===== src/rtl/iec_consts.vh =====
// constants of the interrupt enable control block
// assumes a 32-bit axi4-lite bus, word index = byte address / 4
`ifndef IEC_CONSTS_VH
`define IEC_CONSTS_VH

`define IEC_ADDR_W 12
`define IEC_IDX_W 10

// register indices, byte address is four times the index
`define IEC_IDX_INTCTL_LO 10'h00b
`define IEC_IDX_INTCTL_HI 10'h08b
`define IEC_IDX_PIE 10'h08c
`define IEC_IDX_CONFIG 10'h100
`define IEC_IDX_STATUS 10'h101
`define IEC_IDX_MASK 10'h102
`define IEC_IDX_TIMER 10'h103

// interrupt_control field positions
`define IEC_GLOBAL_EN_BIT 7
`define IEC_GROUP_EN_BIT 6
`define IEC_T0_EN_BIT 5
`define IEC_EXTIE_BIT 4
`define IEC_PCIE_BIT 3
`define IEC_T0_FLAG_BIT 2
`define IEC_EXTIF_BIT 1
`define IEC_PCIF_BIT 0
`define IEC_NUM_CORE_SRC 3

// peripheral_interrupt_enable implemented bits
`define IEC_PIE_WMASK 8'hc9
`define IEC_INTCTL_RESET 8'h00
`define IEC_PIE_RESET 8'h00

// config register fields
`define IEC_EDGE_SEL_BIT 0
`define IEC_CONFIG_RESET 1'b0

// status and mask registers, one bit per event
`define IEC_EVT_T0 0
`define IEC_EVT_EXT 1
`define IEC_EVT_PC 2
`define IEC_EVT_W 3
`define IEC_STATUS_RESET 3'h0
`define IEC_MASK_RESET 3'h0

// axi responses
`define IEC_RESP_OKAY 2'h0
`define IEC_RESP_SLVERR 2'h2

`define IEC_TIMER_MAX 8'hff

`endif


===== src/rtl/iec_timer_zero.v =====
// timer-zero count and its rollover pulse
// assumes tick is a one-cycle pulse synchronous to clock
`timescale 1ns/100ps
`default_nettype none
`include "iec_consts.vh"

module iec_timer_zero (
    input wire clock,
    input wire rst,
    input wire tick,
    input wire load_en,
    input wire [7:0] load_value,
    output reg [7:0] count,
    output reg ovf
);

    // count is deliberately kept out of reset so its value survives one
    always @(posedge clock) begin
        if (load_en) begin
            count <= load_value;
        end else if (tick) begin
            count <= count + 8'h01;
        end
    end

    always @(posedge clock or posedge rst) begin
        if (rst) begin
            ovf <= 1'b0;
        end else begin
            ovf <= tick && !load_en && (count == `IEC_TIMER_MAX);
        end
    end

endmodule
`default_nettype wire


===== src/rtl/iec_top.v =====
// interrupt enable control: control/enable registers, flags, core request
// assumes a synchronous axi4-lite master and sources synchronous to clock
//
// Local design decision: the AXI4-Lite slave port.
`timescale 1ns/100ps
`default_nettype none
`include "iec_consts.vh"

module iec_top (
    input wire clock,
    input wire rst,
    input wire [`IEC_ADDR_W-1:0] s_axi_awaddr,
    input wire s_axi_awvalid,
    output reg s_axi_awready,
    input wire [31:0] s_axi_wdata,
    input wire [3:0] s_axi_wstrb,
    input wire s_axi_wvalid,
    output reg s_axi_wready,
    output reg [1:0] s_axi_bresp,
    output reg s_axi_bvalid,
    input wire s_axi_bready,
    input wire [`IEC_ADDR_W-1:0] s_axi_araddr,
    input wire s_axi_arvalid,
    output reg s_axi_arready,
    output reg [31:0] s_axi_rdata,
    output reg [1:0] s_axi_rresp,
    output reg s_axi_rvalid,
    input wire s_axi_rready,
    input wire timer_zero_tick,
    input wire external_irq_pin,
    input wire port_change_event,
    input wire [7:0] periph_flags,
    output reg core_irq,
    output reg irq
);

    reg [7:0] interrupt_control;
    reg [7:0] peripheral_interrupt_enable;
    reg ext_edge_select;
    reg [`IEC_EVT_W-1:0] event_status;
    reg [`IEC_EVT_W-1:0] event_mask;
    reg aw_full;
    reg w_full;
    reg [`IEC_IDX_W-1:0] aw_idx;
    reg [31:0] w_data;
    reg [3:0] w_strb;
    reg pin_prev;
    reg pin_primed;

    wire [7:0] timer_zero_count;
    wire timer_zero_ovf;
    wire hs_aw;
    wire hs_w;
    wire hs_ar;
    wire do_write;
    wire wr_low;
    wire wr_intctl;
    wire wr_pie;
    wire wr_config;
    wire wr_status;
    wire wr_mask;
    wire wr_timer;
    wire ext_edge;
    wire [`IEC_NUM_CORE_SRC-1:0] core_set;
    wire [`IEC_NUM_CORE_SRC-1:0] core_gated;
    wire [`IEC_IDX_W-1:0] ar_idx;
    wire [`IEC_EVT_W-1:0] evt_set;
    wire core_term;
    wire periph_term;
    wire next_core_irq;
    reg next_aw_full;
    reg next_w_full;
    reg next_rvalid;
    reg [31:0] next_rdata;
    reg [1:0] next_rresp;

    assign hs_aw = s_axi_awvalid && s_axi_awready;
    assign hs_w = s_axi_wvalid && s_axi_wready;
    assign hs_ar = s_axi_arvalid && s_axi_arready;
    // write fires once both halves are held and the last answer was taken
    assign do_write = aw_full && w_full && !s_axi_bvalid;
    assign wr_low = do_write && w_strb[0];
    assign wr_intctl = wr_low && ((aw_idx == `IEC_IDX_INTCTL_LO) || (aw_idx == `IEC_IDX_INTCTL_HI));
    assign wr_pie = wr_low && (aw_idx == `IEC_IDX_PIE);
    assign wr_config = wr_low && (aw_idx == `IEC_IDX_CONFIG);
    assign wr_status = wr_low && (aw_idx == `IEC_IDX_STATUS);
    assign wr_mask = wr_low && (aw_idx == `IEC_IDX_MASK);
    assign wr_timer = wr_low && (aw_idx == `IEC_IDX_TIMER);
    assign ar_idx = s_axi_araddr[`IEC_ADDR_W-1:2];

    // a new handshake outranks the release of its slot in the same cycle
    always @* begin
        next_aw_full = aw_full;
        next_w_full = w_full;
        next_rvalid = s_axi_rvalid;
        if (do_write) begin
            next_aw_full = 1'b0;
            next_w_full = 1'b0;
        end
        if (hs_aw) begin
            next_aw_full = 1'b1;
        end
        if (hs_w) begin
            next_w_full = 1'b1;
        end
        if (s_axi_rvalid && s_axi_rready) begin
            next_rvalid = 1'b0;
        end
        if (hs_ar) begin
            next_rvalid = 1'b1;
        end
    end

    iec_timer_zero u_timer_zero (
        .clock(clock),
        .rst(rst),
        .tick(timer_zero_tick),
        .load_en(wr_timer),
        .load_value(w_data[7:0]),
        .count(timer_zero_count),
        .ovf(timer_zero_ovf)
    );

    // no edge is reported until the pin has been sampled once after reset
    assign ext_edge = pin_primed && (ext_edge_select ? (external_irq_pin && !pin_prev)
                                                     : (!external_irq_pin && pin_prev));

    assign core_set[`IEC_T0_FLAG_BIT] = timer_zero_ovf;
    assign core_set[`IEC_EXTIF_BIT] = ext_edge;
    assign core_set[`IEC_PCIF_BIT] = port_change_event;

    // status bit order differs from the flag order, so route each event by name
    assign evt_set[`IEC_EVT_T0] = timer_zero_ovf;
    assign evt_set[`IEC_EVT_EXT] = ext_edge;
    assign evt_set[`IEC_EVT_PC] = port_change_event;

    // each core flag is paired with the enable three bits above it
    genvar g;
    generate
        for (g = 0; g < `IEC_NUM_CORE_SRC; g = g + 1) begin : gen_core_src
            assign core_gated[g] = interrupt_control[g] && interrupt_control[g + 3];
        end
    endgenerate

    // group enable only reaches the peripheral half of the request
    assign core_term = |core_gated;
    assign periph_term = interrupt_control[`IEC_GROUP_EN_BIT] &&
                         (|(peripheral_interrupt_enable & periph_flags));
    assign next_core_irq = interrupt_control[`IEC_GLOBAL_EN_BIT] &&
                           (core_term || periph_term);

    always @(posedge clock or posedge rst) begin
        if (rst) begin
            pin_prev <= 1'b0;
            pin_primed <= 1'b0;
        end else begin
            pin_prev <= external_irq_pin;
            pin_primed <= 1'b1;
        end
    end

    // flags: hardware set wins over a same-cycle write of zero
    always @(posedge clock or posedge rst) begin
        if (rst) begin
            interrupt_control <= `IEC_INTCTL_RESET;
        end else begin
            if (wr_intctl) begin
                interrupt_control[7:3] <= w_data[7:3];
            end
            interrupt_control[2:0] <= core_set | (wr_intctl ? w_data[2:0] : interrupt_control[2:0]);
        end
    end

    always @(posedge clock or posedge rst) begin
        if (rst) begin
            peripheral_interrupt_enable <= `IEC_PIE_RESET;
            ext_edge_select <= `IEC_CONFIG_RESET;
            event_mask <= `IEC_MASK_RESET;
        end else begin
            if (wr_pie) begin
                peripheral_interrupt_enable <= w_data[7:0] & `IEC_PIE_WMASK;
            end
            if (wr_config) begin
                ext_edge_select <= w_data[`IEC_EDGE_SEL_BIT];
            end
            if (wr_mask) begin
                event_mask <= w_data[`IEC_EVT_W-1:0];
            end
        end
    end

    // sticky event status, write one to clear, a new event wins
    always @(posedge clock or posedge rst) begin
        if (rst) begin
            event_status <= `IEC_STATUS_RESET;
            irq <= 1'b0;
            core_irq <= 1'b0;
        end else begin
            event_status <= evt_set | (event_status & ~(wr_status ? w_data[`IEC_EVT_W-1:0] : 3'h0));
            irq <= |(event_status & event_mask);
            core_irq <= next_core_irq;
        end
    end

    // write address and data channels, taken in either order
    always @(posedge clock or posedge rst) begin
        if (rst) begin
            aw_full <= 1'b0;
            w_full <= 1'b0;
            aw_idx <= 10'h000;
            w_data <= 32'h0000_0000;
            w_strb <= 4'h0;
            s_axi_awready <= 1'b0;
            s_axi_wready <= 1'b0;
            s_axi_bvalid <= 1'b0;
            s_axi_bresp <= `IEC_RESP_OKAY;
        end else begin
            aw_full <= next_aw_full;
            w_full <= next_w_full;
            s_axi_awready <= !next_aw_full;
            s_axi_wready <= !next_w_full;
            if (hs_aw) begin
                aw_idx <= s_axi_awaddr[`IEC_ADDR_W-1:2];
            end
            if (hs_w) begin
                w_data <= s_axi_wdata;
                w_strb <= s_axi_wstrb;
            end
            if (do_write) begin
                s_axi_bvalid <= 1'b1;
                case (aw_idx)
                    `IEC_IDX_INTCTL_LO, `IEC_IDX_INTCTL_HI, `IEC_IDX_PIE, `IEC_IDX_CONFIG,
                    `IEC_IDX_STATUS, `IEC_IDX_MASK, `IEC_IDX_TIMER: begin
                        s_axi_bresp <= `IEC_RESP_OKAY;
                    end
                    default: begin
                        s_axi_bresp <= `IEC_RESP_SLVERR;
                    end
                endcase
            end else if (s_axi_bvalid && s_axi_bready) begin
                s_axi_bvalid <= 1'b0;
            end
        end
    end

    // read data depends on the index only; reads have no side effects
    always @* begin
        next_rdata = 32'h0000_0000;
        next_rresp = `IEC_RESP_OKAY;
        case (ar_idx)
            `IEC_IDX_INTCTL_LO, `IEC_IDX_INTCTL_HI: begin
                next_rdata = {24'h00_0000, interrupt_control};
            end
            `IEC_IDX_PIE: begin
                next_rdata = {24'h00_0000, peripheral_interrupt_enable};
            end
            `IEC_IDX_CONFIG: begin
                next_rdata = {31'h0000_0000, ext_edge_select};
            end
            `IEC_IDX_STATUS: begin
                next_rdata = {29'h0000_0000, event_status};
            end
            `IEC_IDX_MASK: begin
                next_rdata = {29'h0000_0000, event_mask};
            end
            `IEC_IDX_TIMER: begin
                next_rdata = {24'h00_0000, timer_zero_count};
            end
            default: begin
                next_rresp = `IEC_RESP_SLVERR;
            end
        endcase
    end

    // read channel, data captured at the address handshake
    always @(posedge clock or posedge rst) begin
        if (rst) begin
            s_axi_arready <= 1'b0;
            s_axi_rvalid <= 1'b0;
            s_axi_rdata <= 32'h0000_0000;
            s_axi_rresp <= `IEC_RESP_OKAY;
        end else begin
            s_axi_rvalid <= next_rvalid;
            s_axi_arready <= !next_rvalid;
            if (hs_ar) begin
                s_axi_rdata <= next_rdata;
                s_axi_rresp <= next_rresp;
            end
        end
    end

endmodule
`default_nettype wire

===== config.mk =====
export PLATFORM = sky130hd
export DESIGN_NAME = iec_top
export DESIGN_NICKNAME = d
export VERILOG_FILES = /design/src/rtl/iec_timer_zero.v /design/src/rtl/iec_top.v
export VERILOG_INCLUDE_DIRS = /design/src /design/src/rtl
export SDC_FILE = /design/constraint.sdc
export NUM_CORES = 1
export LEC_CHECK = 0
export BUFFER_PORTS_ARGS = -buffer_cell sky130_fd_sc_hd__clkbuf_2
export CELL_PAD_IN_SITES_DETAIL_PLACEMENT = 1
export CELL_PAD_IN_SITES_GLOBAL_PLACEMENT = 2
export CORE_MARGIN = 2
export CORE_UTILIZATION = 33
export CTS_BUF_LIST = sky130_fd_sc_hd__clkbuf_4 sky130_fd_sc_hd__clkbuf_8 sky130_fd_sc_hd__clkbuf_16
export DETAILED_ROUTE_END_ITERATION = 10
export PLACE_DENSITY_LB_ADDON = 0.1
export SLEW_MARGIN = 20
export SYNTH_ARGS = -nofsm -noshare
export SYNTH_HDL_FRONTEND = slang
export SYNTH_SLANG_ARGS = --single-unit

===== constraint.sdc =====
create_clock -name clock -period 3.8 [get_ports clock]
set_input_delay 0.38 -clock clock [delete_from_list [all_inputs] [get_ports clock]]
set_output_delay 0.38 -clock clock [all_outputs]
set_load 0.02 [all_outputs]

==> Word-level counts from Yosys, hierarchy flattened <==
Cells that the tools add are included.
{ "totals": {"ramBits": 0, "ff_bits": 94, "rom_bits": 0, "output_inout_bits": 43, "input_bits": 78, "latch_bits": 0, "memories": 0, "elab_cells": 104} }
{ "op_classes": {"mux": 16, "bitwise_logic": 6, "n_addsub": 1, "order_cmp": 0, "n_reduce_logical": 41, "div_mod_pow": 0, "mul": 0, "shift": 0, "eq_ne": 15} }
{ "op_table": {"columns": ["op", "n"], "rows": [
  ["10-bit by 9-bit equality test with 1-bit output (second input constant)", 8],
  ["8-bit case mux with 6 select lines", 1],
  ["10-bit by 8-bit equality test with 1-bit output (second input constant)", 4],
  ["1-bit logical AND", 24],
  ["10-bit by 4-bit equality test with 1-bit output (second input constant)", 2],
  ["8-bit 2-to-1 mux", 2],
  ["7-bit OR reduction", 2],
  ["1-bit 2-to-1 mux", 9],
  ["8-bit by 1-bit adder with 8-bit output (second input constant)", 1],
  ["8-bit AND", 1],
  ["8-bit equality test (second input constant)", 1],
  ["8-bit OR reduction", 1],
  ["1-bit zero test", 7],
  ["3-bit AND", 2],
  ["3-bit 2-to-1 mux", 2],
  ["3-bit bitwise OR", 2],
  ["3-bit OR reduction", 2],
  ["2-bit 2-to-1 mux", 2],
  ["2-bit nonzero test", 2],
  ["3-bit inverter", 1],
  ["1-bit logical OR", 2],
  ["2-bit OR reduction", 1]
]} }

==> Depth between registers and ports, before layout <==
Gate-level depths: netlist (run 1).
{ "logic_depth": {"depth_word": 8, "depth_mapped": 6, "mapped_depth_nobuf": 4} }

==> Hierarchy <==
A second synthesis (run 1) with hierarchy kept.
{ "unflattened": {"cells_unflattened": 283, "hier_area_um2": 3274.4} }
{ "modules_own_cells": {"columns": ["mod", "cells_each", "area_each_um2", "n_inst", "seq_area_each_um2"], "rows": [
  ["iec_top", 234, 2783.9, 1, 1476.4],
  ["iec_timer_zero", 49, 490.5, 1, 265.3]
]} }

==> Least setup slack after synthesis (run 1) <==
OpenSTA, ideal clock, no wires.
{ "synth_path": {"path_kind": "flip-flop to flip-flop", "start": "register aw_idx[9]", "end": "register peripheral_interrupt_enable[0]", "arrival_ns": 1.942, "path_buffers": 2, "path_stages_with_launch": 6, "required_ns": 3.675, "period_less_slack_ns": 2.068, "setup_slack_ns": 1.732, "setup_time_ns": 0.125, "path_cell_list": "dfrtp_1 or4_4 buf_6 or4_4 buf_6 mux2_4"} }
{ "synth_between": {"elab_chain_len": 2} }
{ "synth_lines": {"columns": ["item", "line_no", "text"], "rows": [
  ["start, declared", "iec_top.v:44", "reg [`IEC_IDX_W-1:0] aw_idx;"],
  ["start signal, assigned", "iec_top.v:223", "aw_idx <= s_axi_awaddr[`IEC_ADDR_W-1:2];"],
  ["10-bit by 8-bit equality test with 1-bit output", null, null],
  ["1-bit logical AND", "iec_top.v:84", "assign wr_pie = wr_low && (aw_idx == `IEC_IDX_PIE);"],
  ["end signal, assigned", "iec_top.v:176", "peripheral_interrupt_enable <= `IEC_PIE_RESET;"],
  ["end signal, assigned", "iec_top.v:181", "peripheral_interrupt_enable <= w_data[7:0] & `IEC_PIE_WMASK;"],
  ["end, declared", "iec_top.v:38", "reg [7:0] peripheral_interrupt_enable;"]
]} }
No other way between the ends.
A chain may end at the register's enable or synchronous reset.

==> Worst setup path after layout (run 1) <==
{ "layout_path": {"start": "register aw_idx[3]", "end": "register u_timer_zero.count[5], enable pin"} }
{ "layout_between": {"elab_chain_len": 3} }
{ "layout_lines": {"columns": ["item", "line_no", "text"], "rows": [
  ["10-bit by 9-bit equality test with 1-bit output", null, null],
  ["1-bit logical AND", "iec_top.v:88", "assign wr_timer = wr_low && (aw_idx == `IEC_IDX_TIMER);"],
  ["2-bit nonzero test (no source line)", null, null],
  ["end signal, assigned", "iec_timer_zero.v:20", "count <= load_value;"],
  ["end signal, assigned", "iec_timer_zero.v:22", "count <= count + 8'h01;"],
  ["end, declared", "iec_timer_zero.v:13", "output reg [7:0] count,"]
]} }
No other way between the ends.

==> results.ini, run 1 <==
[grt]
antenna_found_initial = 0
grt_usage_pct = 14.6
grt_max_degree = 35
overflow = 0
grt_pass1_wl_mm = 12.3
grt_pass1_vias = 2398

[critical_path]
cp.depth = 4
rr_startpoint = aw_idx[3]$_DFFE_PP0P_
worstPathMaxFanout = 14
reg2reg_slack_ns = 1.52
r2r_end = u_timer_zero.count[5]$_DFFE_PP_
critPathLaunchType = flop
path_delay_family = simple AND/OR/NAND/NOR gates
path_cells = or4b_2 -> nor4_4 -> buf_4 -> or2_2
cp-startpoint = aw_idx[3]$_DFFE_PP0P_
path_class = reg -> reg
cp_slowest_cell = or4b_2
worstPathArrival_ns = 2.32
critPathRequiredTime_ns = 3.84
endpoint_kind = flop
crit_end = u_timer_zero.count[5]$_DFFE_PP_
slowest_delay_ns = 0.75
worst-path-buf-inv = 1
worstRegToRegCells = 4

[pwr]
internal_power_mw = 1.40
switching_share_pct = 32.4
powerDensity_nw_per_um2 = 543
p_leak_nw = 1.74
combPwrFrac_pct = 20.9
irDropWorstVdd_mv = 0.252
p_seq_share_pct = 51.0
p_total_mw = 2.07
pwr-share-clk_pct = 28.1
switchingPower_mw = 0.671

[synth]
ys_warn_count = 0
synthArstFlopShare_pct = 88.2
netlist_area_um2 = 3290
synth_cells = 275
ys_seq_elements = 68
synth_top_flop_cell = dfrtp_1
yosysSeqAreaShare_pct = 52.9
synth-edff-count = 8
synth_cell_types = 50
synth.avg_cell_area_um2 = 12.0

[cells_and_area]
final_util_pct = 39.2
syn_to_final_growth_pct = 15.9
drive_gt1_share_pct = 35.2
finalInstanceArea_um2 = 3820
mostFrequentLayoutCell = dfrtp_1
fin_cells = 477
final_net_count = 418
antennaDiodeCount = 0
most-common-layout-cells = 60 x dfrtp_1, 59 x clkbuf_2, 31 x mux2_2
nFillCells = 1117

[clock_tree]
clk_pin_slew_ns = 0.07
cts_tree = yes
cts-resized-gates = 0
ctsHoldBuffers = 0
cts_max_path_buffers = 2
cts_setup_buffers = 0
cts_root_buf = clkbuf_8
h-tree-depth = 3
cts_buffers = 9
clkSinkCount = 68
insertion_delay_ns = 0.35

[timing]
slew_headroom_pct = 32.4
layout_setup_ws_ns = 1.52
slew_viol_final = 0
fin_crit_sh_pct = 60.1
setup_viol = 0
tightestPinTransition_ns = 1.00
rsz0062_at_grt = no
clock_skew_ns = 0.0103
hold_slack_ns = 0.135
fmax_mhz = 438
fin_tns_setup_ns = 0
finalWorstPathRequiredPeriod_ns = 2.28
final_hold_viol_count = 0

[route]
vias_per_cell = 4.81
drc = 0
drt-initial-drc-count = 94
ant_nets = 0
num_vias = 2294
routed_wl_mm = 7.39
avgRoutedWirePerCell_um = 15.5
firstDrtPassIters = 4

[die]
die_h_um = 104
die-area_um2 = 10800
num_rows = 36
start_util_pct = 33.8
ioPinCount = 121
die_w_um = 104
coreArea_um2 = 9730

[placement]
pre_cts_ws_ns = 1.50
place_congestion = 0.802
port_buffers = 59
dp_hpwl_mm = 5.54
dp_cells = 461
post_dp_cell_area_um2 = 3630

[min_path]
hold_path_class = in -> async

[flow_run]
cap_violations = 0

[status]
status = completed

## per-layer routing
metal	GRT usage [%]	wire (µm)	vias to the layer above
li1	-	-	1070
met1	19.5	3520	1153
met2	22.9	3400	61
met3	3.01	321	10
met4	6.66	146	0
met5	0	0	-
## worst reg2reg max path: cells and delay by family, from the launching register on
family / cells / cell delay, ns
buf+inv: 1 / 0.25
flops: 1 / 0.39
simple gates: 3 / 1.34
## logic make-up (layout without fill, tap and decap cells)
group,after synthesis,count (layout),share of synthesized area (%)
other,2,27,0.228
and+or+nand+nor,69,69,12.7
buffers and inverters,42,86,8.24
muxes,38,38,13.7
xor gates and xnor gates,6,6,1.60
DFF,68,68,52.9
adders and majority gates,1,1,0.380
AOI/OAI and AO/OA,49,49,10.3
## power groups by stage
stage	clock (mW)	combinational, mW	sequential (mW)
floorplan	0	0.339	1.04
global placement	0	0.430	1.07
detailed placement	0	0.441	1.08
CTS	0.609	0.444	1.06
global route	0.639	0.483	1.09
finish	0.582	0.433	1.06
## how the worst min path moves through the flow
stage	startpoint	to	slack (ns)	cells past startpoint
after floorplan	external_irq_pin	pin_prev$_DFF_PP0_	0.41	0
after global placement	s_axi_rdata[5]$_DFFE_PP0P_	s_axi_rdata[5]$_DFFE_PP0P_	0.46	2
after detailed placement	s_axi_rdata[0]$_DFFE_PP0P_	s_axi_rdata[0]$_DFFE_PP0P_	0.47	2
after CTS	external_irq_pin	pin_prev$_DFF_PP0_	0.15	1
after global routing	external_irq_pin	pin_prev$_DFF_PP0_	0.16	1
final	rst	pin_prev$_DFF_PP0_	0.13	2
## flip-flops by register name, indices dropped and copies added (netlist names), 3 cells and up
name / count
aw_idx: 10
event_mask: 3
event_status: 3
interrupt_control: 8
peripheral_interrupt_enable: 4
s_axi_rdata: 8
u_timer_zero.count: 8
w_data: 8
## synth_stat cells (2+ instances only)
cell type,count,area share (%)
nand2_1,26,3.0
a21oi_1,4,0.61
clkbuf_1,4,0.46
mux2_2,31,11
buf_4,26,5.9
edfxtp_1,8,7.3
mux2i_1,2,0.61
and4_1,2,0.53
nor2b_1,2,0.38
xor2_1,5,1.3
a21o_1,3,0.68
conb_1,2,0.23
inv_1,9,1.0
a22oi_1,4,0.91
and2_1,3,0.57
o2bb2ai_1,3,0.80
mux2_4,4,1.8
o21ai_0,17,2.6
nand3_1,6,0.91
a32oi_1,4,1.1
buf_6,2,0.68
a22o_1,8,2.1
nor4_4,2,1.3
dfrtp_1,60,46
a222oi_1,2,0.61
nand3b_1,2,0.46
nor3_1,3,0.46
nand4b_1,3,0.80
nor2_1,6,0.68
or4_4,2,0.68
## final cells by class
| type | count | area, µm² | share of cell area, % |
|---|---|---|---|
| multi-input cells | 190 | 1370 | 36.0 |
| flip-flops and latches | 68 | 1740 | 45.6 |
| clock inverters | 7 | 67.6 | 1.77 |
| repair buffers | 61 | 310 | 8.13 |
| inverters | 9 | 33.8 | 0.885 |
| clock buffers | 9 | 124 | 3.24 |
| well taps | 133 | 166 | 4.36 |
(Power assumes the default switching activity.)
==> run 2, diff against run 1 <==
- CORE_UTILIZATION: 33 -> 28
- clock period: 3.8 -> 1.8 ns (I/O delays scaled with it)
==> run 2 against run 1 <==
Compared with the run above:
- the run now ends with setup timing left
- combinational power rose to 2.7 times the previous value
- count of clock-buffer cells in the layout up 4
- clock skew down 0.0033 ns
- routed wire length up 11%
- fmax up 18%
- worst setup slack worse by 1.7 ns
- final area up 12%
- largest cell class unchanged
- largest power group unchanged
==> results.ini, run 2 (same netlist as run 1, synthesis figures left out) <==
[timing]
slew_viol_final = 0  ; unchanged
clock_skew_ns = 0.00707  ; -0.00327 ns
setup_viol = 31  ; +31
rsz0062_at_grt = yes
hold_slack_ns = 0.0285  ; -0.106 ns
fin_crit_sh_pct = 108  ; +48 points
layout_setup_ws_ns = -0.136  ; -1.65 ns
fmax_mhz = 517  ; +18%
final_hold_viol_count = 0  ; unchanged
finalWorstPathRequiredPeriod_ns = 1.94  ; -0.346 ns
slew_headroom_pct = 65.5  ; +33 points
tightestPinTransition_ns = 0.510  ; -0.491 ns

[placement]
port_buffers = 59  ; unchanged
place_congestion = 0.736  ; -8.2%
dp_hpwl_mm = 6.10  ; +10%
pre_cts_ws_ns = -0.232  ; -1.73 ns

[status]
status = finished with violations
failed_checks = setup timing

[critical_path]
critPathRequiredTime_ns = 2.01  ; -1.83 ns
worstPathMaxFanout = 4  ; -10
critPathLaunchType = flop
reg2reg_slack_ns = -0.14  ; -1.65 ns
worstPathArrival_ns = 2.15  ; -0.17 ns
endpoint_kind = flop
r2r_end = peripheral_interrupt_enable[7]$_DFFE_PP0P_
worstRegToRegCells = 3  ; -1
rr_startpoint = aw_idx[9]$_DFFE_PP0P_
path_class = reg -> reg

[route]
drt-initial-drc-count = 85  ; -9.6%
avgRoutedWirePerCell_um = 16.1  ; +4.0%
num_vias = 2398  ; +4.5%
firstDrtPassIters = 4  ; unchanged
ant_nets = 0  ; unchanged
drc = 0  ; unchanged
vias_per_cell = 4.70  ; -2.2%
routed_wl_mm = 8.21  ; +11%

[grt]
grt_pass1_vias = 2606  ; +8.7%
antenna_found_initial = 0  ; unchanged
grt_max_degree = 30  ; -14%
overflow = 0  ; unchanged
grt_pass1_wl_mm = 13.7  ; +11%
grt_usage_pct = 14.1  ; -0.56 points

[pwr]
p_leak_nw = 1.97  ; +13%
powerDensity_nw_per_um2 = 1230  ; +130%
irDropWorstVdd_mv = 0.527  ; +110%

[min_path]
min_to = s_axi_bvalid$_DFFE_PP0P_
hold_start = s_axi_bready
hold-path-cell-count = 2
hold_path_class = in -> reg

[die]
start_util_pct = 28.7  ; -5.1 points
die-area_um2 = 12600  ; +17%
die_w_um = 112  ; +8.2%
ioPinCount = 121  ; unchanged
die_h_um = 112  ; +8.2%
coreArea_um2 = 11500  ; +18%
num_rows = 39  ; +8.3%

[clock_tree]
clk_pin_slew_ns = 0.06  ; about the same
cts_buffers = 9  ; unchanged
clkSinkCount = 68  ; unchanged
cts_max_path_buffers = 2  ; unchanged
insertion_delay_ns = 0.33  ; -0.02 ns
h-tree-depth = 3  ; unchanged
cts_tree = yes
cts_root_buf = clkbuf_16

[flow_run]
cap_violations = 0  ; unchanged

[cells_and_area]
syn_to_final_growth_pct = 29.3
antennaDiodeCount = 0  ; unchanged
drive_gt1_share_pct = 41.4  ; +6.2 points
largest-register = aw_idx
final_net_count = 441  ; +5.5%
most-common-layout-cells = 59 x dfrtp_1, 59 x clkbuf_2, 27 x conb_1
largest_register_ffs = 10  ; unchanged

==> run 2: cell types whose count changed in the layout (fill, tap and decap cells not counted), sizes merged <==
cell / previous run / this run
buf: 2 / 23
clkbuf: 68 / 72
clkinv: 3 / 0
clkinvlp: 3 / 1
dlygate4sd3: 0 / 2
inv: 9 / 10
==> run 2: layout make-up <==
type	instances	area (µm²)
Clock buffer	13	274
Fill cell	1261	7210
Clock inverter	3	43.8
Timing Repair Buffer	84	543
Sequential cell	68	1740
Tap cell	143	179
Multi-Input combinational cell	190	1440
Inverter	9	33.8
==> run 2: worst max-delay path by stage <==
stage | slack (ns) | cells past startpoint | end | from
finish | -0.14 | 3 | peripheral_interrupt_enable[7]$_DFFE_PP0P_ | aw_idx[9]$_DFFE_PP0P_
global route | -0.20 | 3 | peripheral_interrupt_enable[7]$_DFFE_PP0P_ | aw_idx[9]$_DFFE_PP0P_
CTS | -0.14 | 3 | peripheral_interrupt_enable[3]$_DFFE_PP0P_ | aw_idx[6]$_DFFE_PP0P_
detailed placement | -0.23 | 4 | u_timer_zero.count[0]$_DFFE_PP_ | aw_idx[2]$_DFFE_PP0P_
global placement | -0.22 | 4 | u_timer_zero.count[0]$_DFFE_PP_ | aw_idx[2]$_DFFE_PP0P_
floorplan | -0.24 | 5 | peripheral_interrupt_enable[0]$_DFFE_PP0P_ | aw_idx[6]$_DFFE_PP0P_
==> run 2: where the power goes <==
group          switching, mW  internal (mW)  total [mW]
combinational          0.577          0.600        1.18
sequential             0.309           1.90        2.21
clock                  0.656           1.20        1.86
==> run 2: through the flow <==
stage / power (mW) / setup TNS, ns / area, µm² / utilization, % / instances
finish: 5.24 / -2.34 / 4260 / 37.1 / 510
global route: 5.56 / -5.06 / 4260 / 37.1 / 510
CTS: 5.30 / -2.67 / 4220 / 36.8 / 509
detailed placement: 3.35 / -5.27 / 3800 / 33.1 / 485
global placement: 3.32 / -5.06 / 3800 / 33.1 / 485
floorplan: 2.93 / -4.43 / 3420 / - / 300
==> run 2: metal layers <==
metal / wire [µm] / vias up / track usage, %
li1: - / 1122 / -
met1: 4000 / 1189 / 19.9
met2: 3630 / 78 / 21.0
met3: 475 / 9 / 3.89
met4: 108 / 0 / 4.39
met5: 0 / - / 0
==> run 2: repair_timing <==
item                       CTS  global route
setup buffers                5             1
hold endpoints to repair    15             0
hold buffers                 2             0
setup endpoints to repair   36            36
gates cloned                 1             0
pin swaps                    9             2
resized for setup           10            10
==> run 2: worst max-delay path, cell delays in order (launching register included) <==
cell and delay [ns]:
dfrtp_1 0.38, or4_4 0.56, or4_4 0.56, mux2_4 0.32
==> run 3, diff against run 2 <==
- PLACE_DENSITY: not set -> 0.78
- PLACE_DENSITY_LB_ADDON: 0.1 -> not set
==> run 3 against run 2 <==
Compared with the run above:
- the run still ends with setup timing left
- count of clock-buffer cells in the layout down 2
- sequential power about the same
- core utilization unchanged
- non-clock buffer count unchanged
- worst setup slack worse by 0.041 ns
- register-to-register slack worse by 0.04 ns
- clock power down 4%
- critical endpoint is now peripheral_interrupt_enable[0]$_DFFE_PP0P_
==> results.ini, run 3 (same netlist as run 1, synthesis figures left out) <==
[status]
status = finished with violations
failed_checks = setup timing

[critical_path]
endpoint_kind = flop
worstPathArrival_ns = 2.19  ; +0.04 ns
critPathRequiredTime_ns = 2.02  ; about the same
worstPathMaxFanout = 4  ; unchanged
path_class = reg -> reg
critPathLaunchType = flop

[grt]
grt_usage_pct = 13.2  ; -0.89 points
grt_max_degree = 39  ; +30%
antenna_found_initial = 0  ; unchanged
grt_pass1_wl_mm = 13.2  ; -3.5%
grt_pass1_vias = 2578  ; -1.1%
overflow = 0  ; unchanged

[pwr]
internal_power_mw = 3.65  ; -1.6%
p_leak_nw = 1.96  ; -0.60%
p_seq_share_pct = 42.3  ; +0.2 points
powerDensity_nw_per_um2 = 1220  ; -0.63%
switching_share_pct = 30.1  ; +0.67 points
combPwrFrac_pct = 23.4  ; +1.0 points
irDropWorstVdd_mv = 0.627  ; +19%
pwr-share-clk_pct = 34.3  ; -1.1 points
switchingPower_mw = 1.57  ; +1.6%

[route]
firstDrtPassIters = 4  ; unchanged
routed_wl_mm = 7.91  ; -3.6%
avgRoutedWirePerCell_um = 15.5  ; -3.6%
drc = 0  ; unchanged
vias_per_cell = 4.74  ; +0.71%
ant_nets = 0  ; unchanged
drt-initial-drc-count = 108  ; +27%
num_vias = 2415  ; +0.71%

[cells_and_area]
regArea_um2 = 1740  ; unchanged
multi_input_area_um2 = 1460  ; +1.0%
largest-register = aw_idx
nFillCells = 1260  ; -0.079%
antennaDiodeCount = 0  ; unchanged
drive_gt1_share_pct = 41.7  ; +0.27 points
largest_register_ffs = 10  ; unchanged
final_net_count = 441  ; unchanged
most-common-layout-cells = 59 x dfrtp_1, 59 x clkbuf_2, 27 x conb_1
syn_to_final_growth_pct = 29.3  ; unchanged

[clock_tree]
cts_root_buf = clkbuf_16
insertion_delay_ns = 0.33  ; about the same
h-tree-depth = 3  ; unchanged
cts_tree = yes
clkSinkCount = 68  ; unchanged
cts_buffers = 9  ; unchanged
cts_max_path_buffers = 2  ; unchanged
clk_pin_slew_ns = 0.06  ; about the same

[die]
die-area_um2 = 12600  ; unchanged
coreArea_um2 = 11500  ; unchanged
start_util_pct = 28.7  ; unchanged
die_w_um = 112  ; unchanged
die_h_um = 112  ; unchanged
num_rows = 39  ; unchanged
ioPinCount = 121  ; unchanged

[timing]
setup_viol = 35  ; +13%
finalWorstPathRequiredPeriod_ns = 1.98  ; +0.0410 ns
clock_skew_ns = 0.0109  ; +0.00383 ns
layout_setup_ws_ns = -0.177  ; -0.0410 ns
fmax_mhz = 506  ; -2.1%
final_hold_viol_count = 0  ; unchanged
hold_slack_ns = 0.0355  ; +0.00693 ns
fin_crit_sh_pct = 110  ; +2.3 points
tightestPinTransition_ns = 0.544  ; +0.0340 ns
slew_viol_final = 0  ; unchanged
slew_headroom_pct = 63.2  ; -2.3 points
rsz0062_at_grt = yes

[flow_run]
cap_violations = 0  ; unchanged

[placement]
dp_hpwl_mm = 5.78  ; -5.3%
place_congestion = 0.761  ; +3.5%
pre_cts_ws_ns = -0.194  ; +0.0374 ns
port_buffers = 59  ; unchanged

[min_path]
hold_path_class = in -> reg

==> run 3: cell types whose count changed in the layout (fill, tap and decap cells not counted), sizes merged <==
cell,delta
clkbuf,-2
clkinv,+1
clkinvlp,+1
==> run 3: routing by layer <==
metal  track usage, %  vias up  share of wire, %
met5                0        -                 0
met4             4.39        0               1.3
met3             3.46       10               5.2
met2             22.1       75                50
met1             16.6     1215                43
li1                 -     1115                 -
==> run 3: critical path: stages (launching register included) <==
cell and delay, ns:
dfrtp_1 0.38, or4_4 0.58, or4_4 0.58, mux2_4 0.33
==> run 3: path summary, 6_finish.rpt <==
kind	cells past startpoint	slack, ns	end	startpoint
setup / recovery	3	-0.18	peripheral_interrupt_enable[0]$_DFFE_PP0P_	aw_idx[6]$_DFFE_PP0P_
min in group asynchronous	3	0.44	irq$_DFF_PP0_	rst
max in group asynchronous	4	0.75	s_axi_bvalid$_DFFE_PP0P_	rst
hold / removal	2	0.04	s_axi_bvalid$_DFFE_PP0P_	s_axi_bready
hold reg to reg	2	0.48	s_axi_rdata[4]$_DFFE_PP0P_	s_axi_rdata[4]$_DFFE_PP0P_
setup reg to reg	3	-0.18	peripheral_interrupt_enable[0]$_DFFE_PP0P_	aw_idx[6]$_DFFE_PP0P_
==> run 3: cell type report <==
cell class / count / area share (%)
clock buffers: 11 / 5.79
clock inverters: 5 / 1.41
inverters: 9 / 0.793
multi-input cells: 190 / 34.2
flip-flops and latches: 68 / 40.9
well taps: 143 / 4.20
repair buffers: 84 / 12.7
==> run 3: power by group through the flow <==
stage          clock [mW]  combinational, mW  sequential [mW]
4_1_cts              1.83               1.21             2.21
6_report             1.79               1.22             2.20
2_1_floorplan           0              0.726             2.20
3_3_place_gp            0               1.11             2.21
5_1_grt              1.89               1.34             2.26
3_5_place_dp            0               1.14             2.24
==> run 3: timing repair <==
| action | CTS | global route |
|---|---|---|
| setup buffers | 4 | 1 |
| endpoints found under the setup margin | 36 | 35 |
| pin swaps | 6 | 3 |
| endpoints found under the hold margin | 23 | 0 |
| gates resized for setup | 9 | 11 |
| hold buffers | 2 | 0 |
| cloned | 1 | 0 |
==> run 3: metrics by stage <==
step	instances	power [mW]	util, %	setup TNS [ns]	cell area (µm²)
floorplan	300	2.93	-	-4.43	3420
global placement	486	3.32	33.2	-4.00	3810
detailed placement	486	3.38	33.2	-4.60	3810
CTS	509	5.25	36.7	-3.67	4200
global route	510	5.49	37.1	-5.78	4260
finish	510	5.21	37.1	-3.10	4260
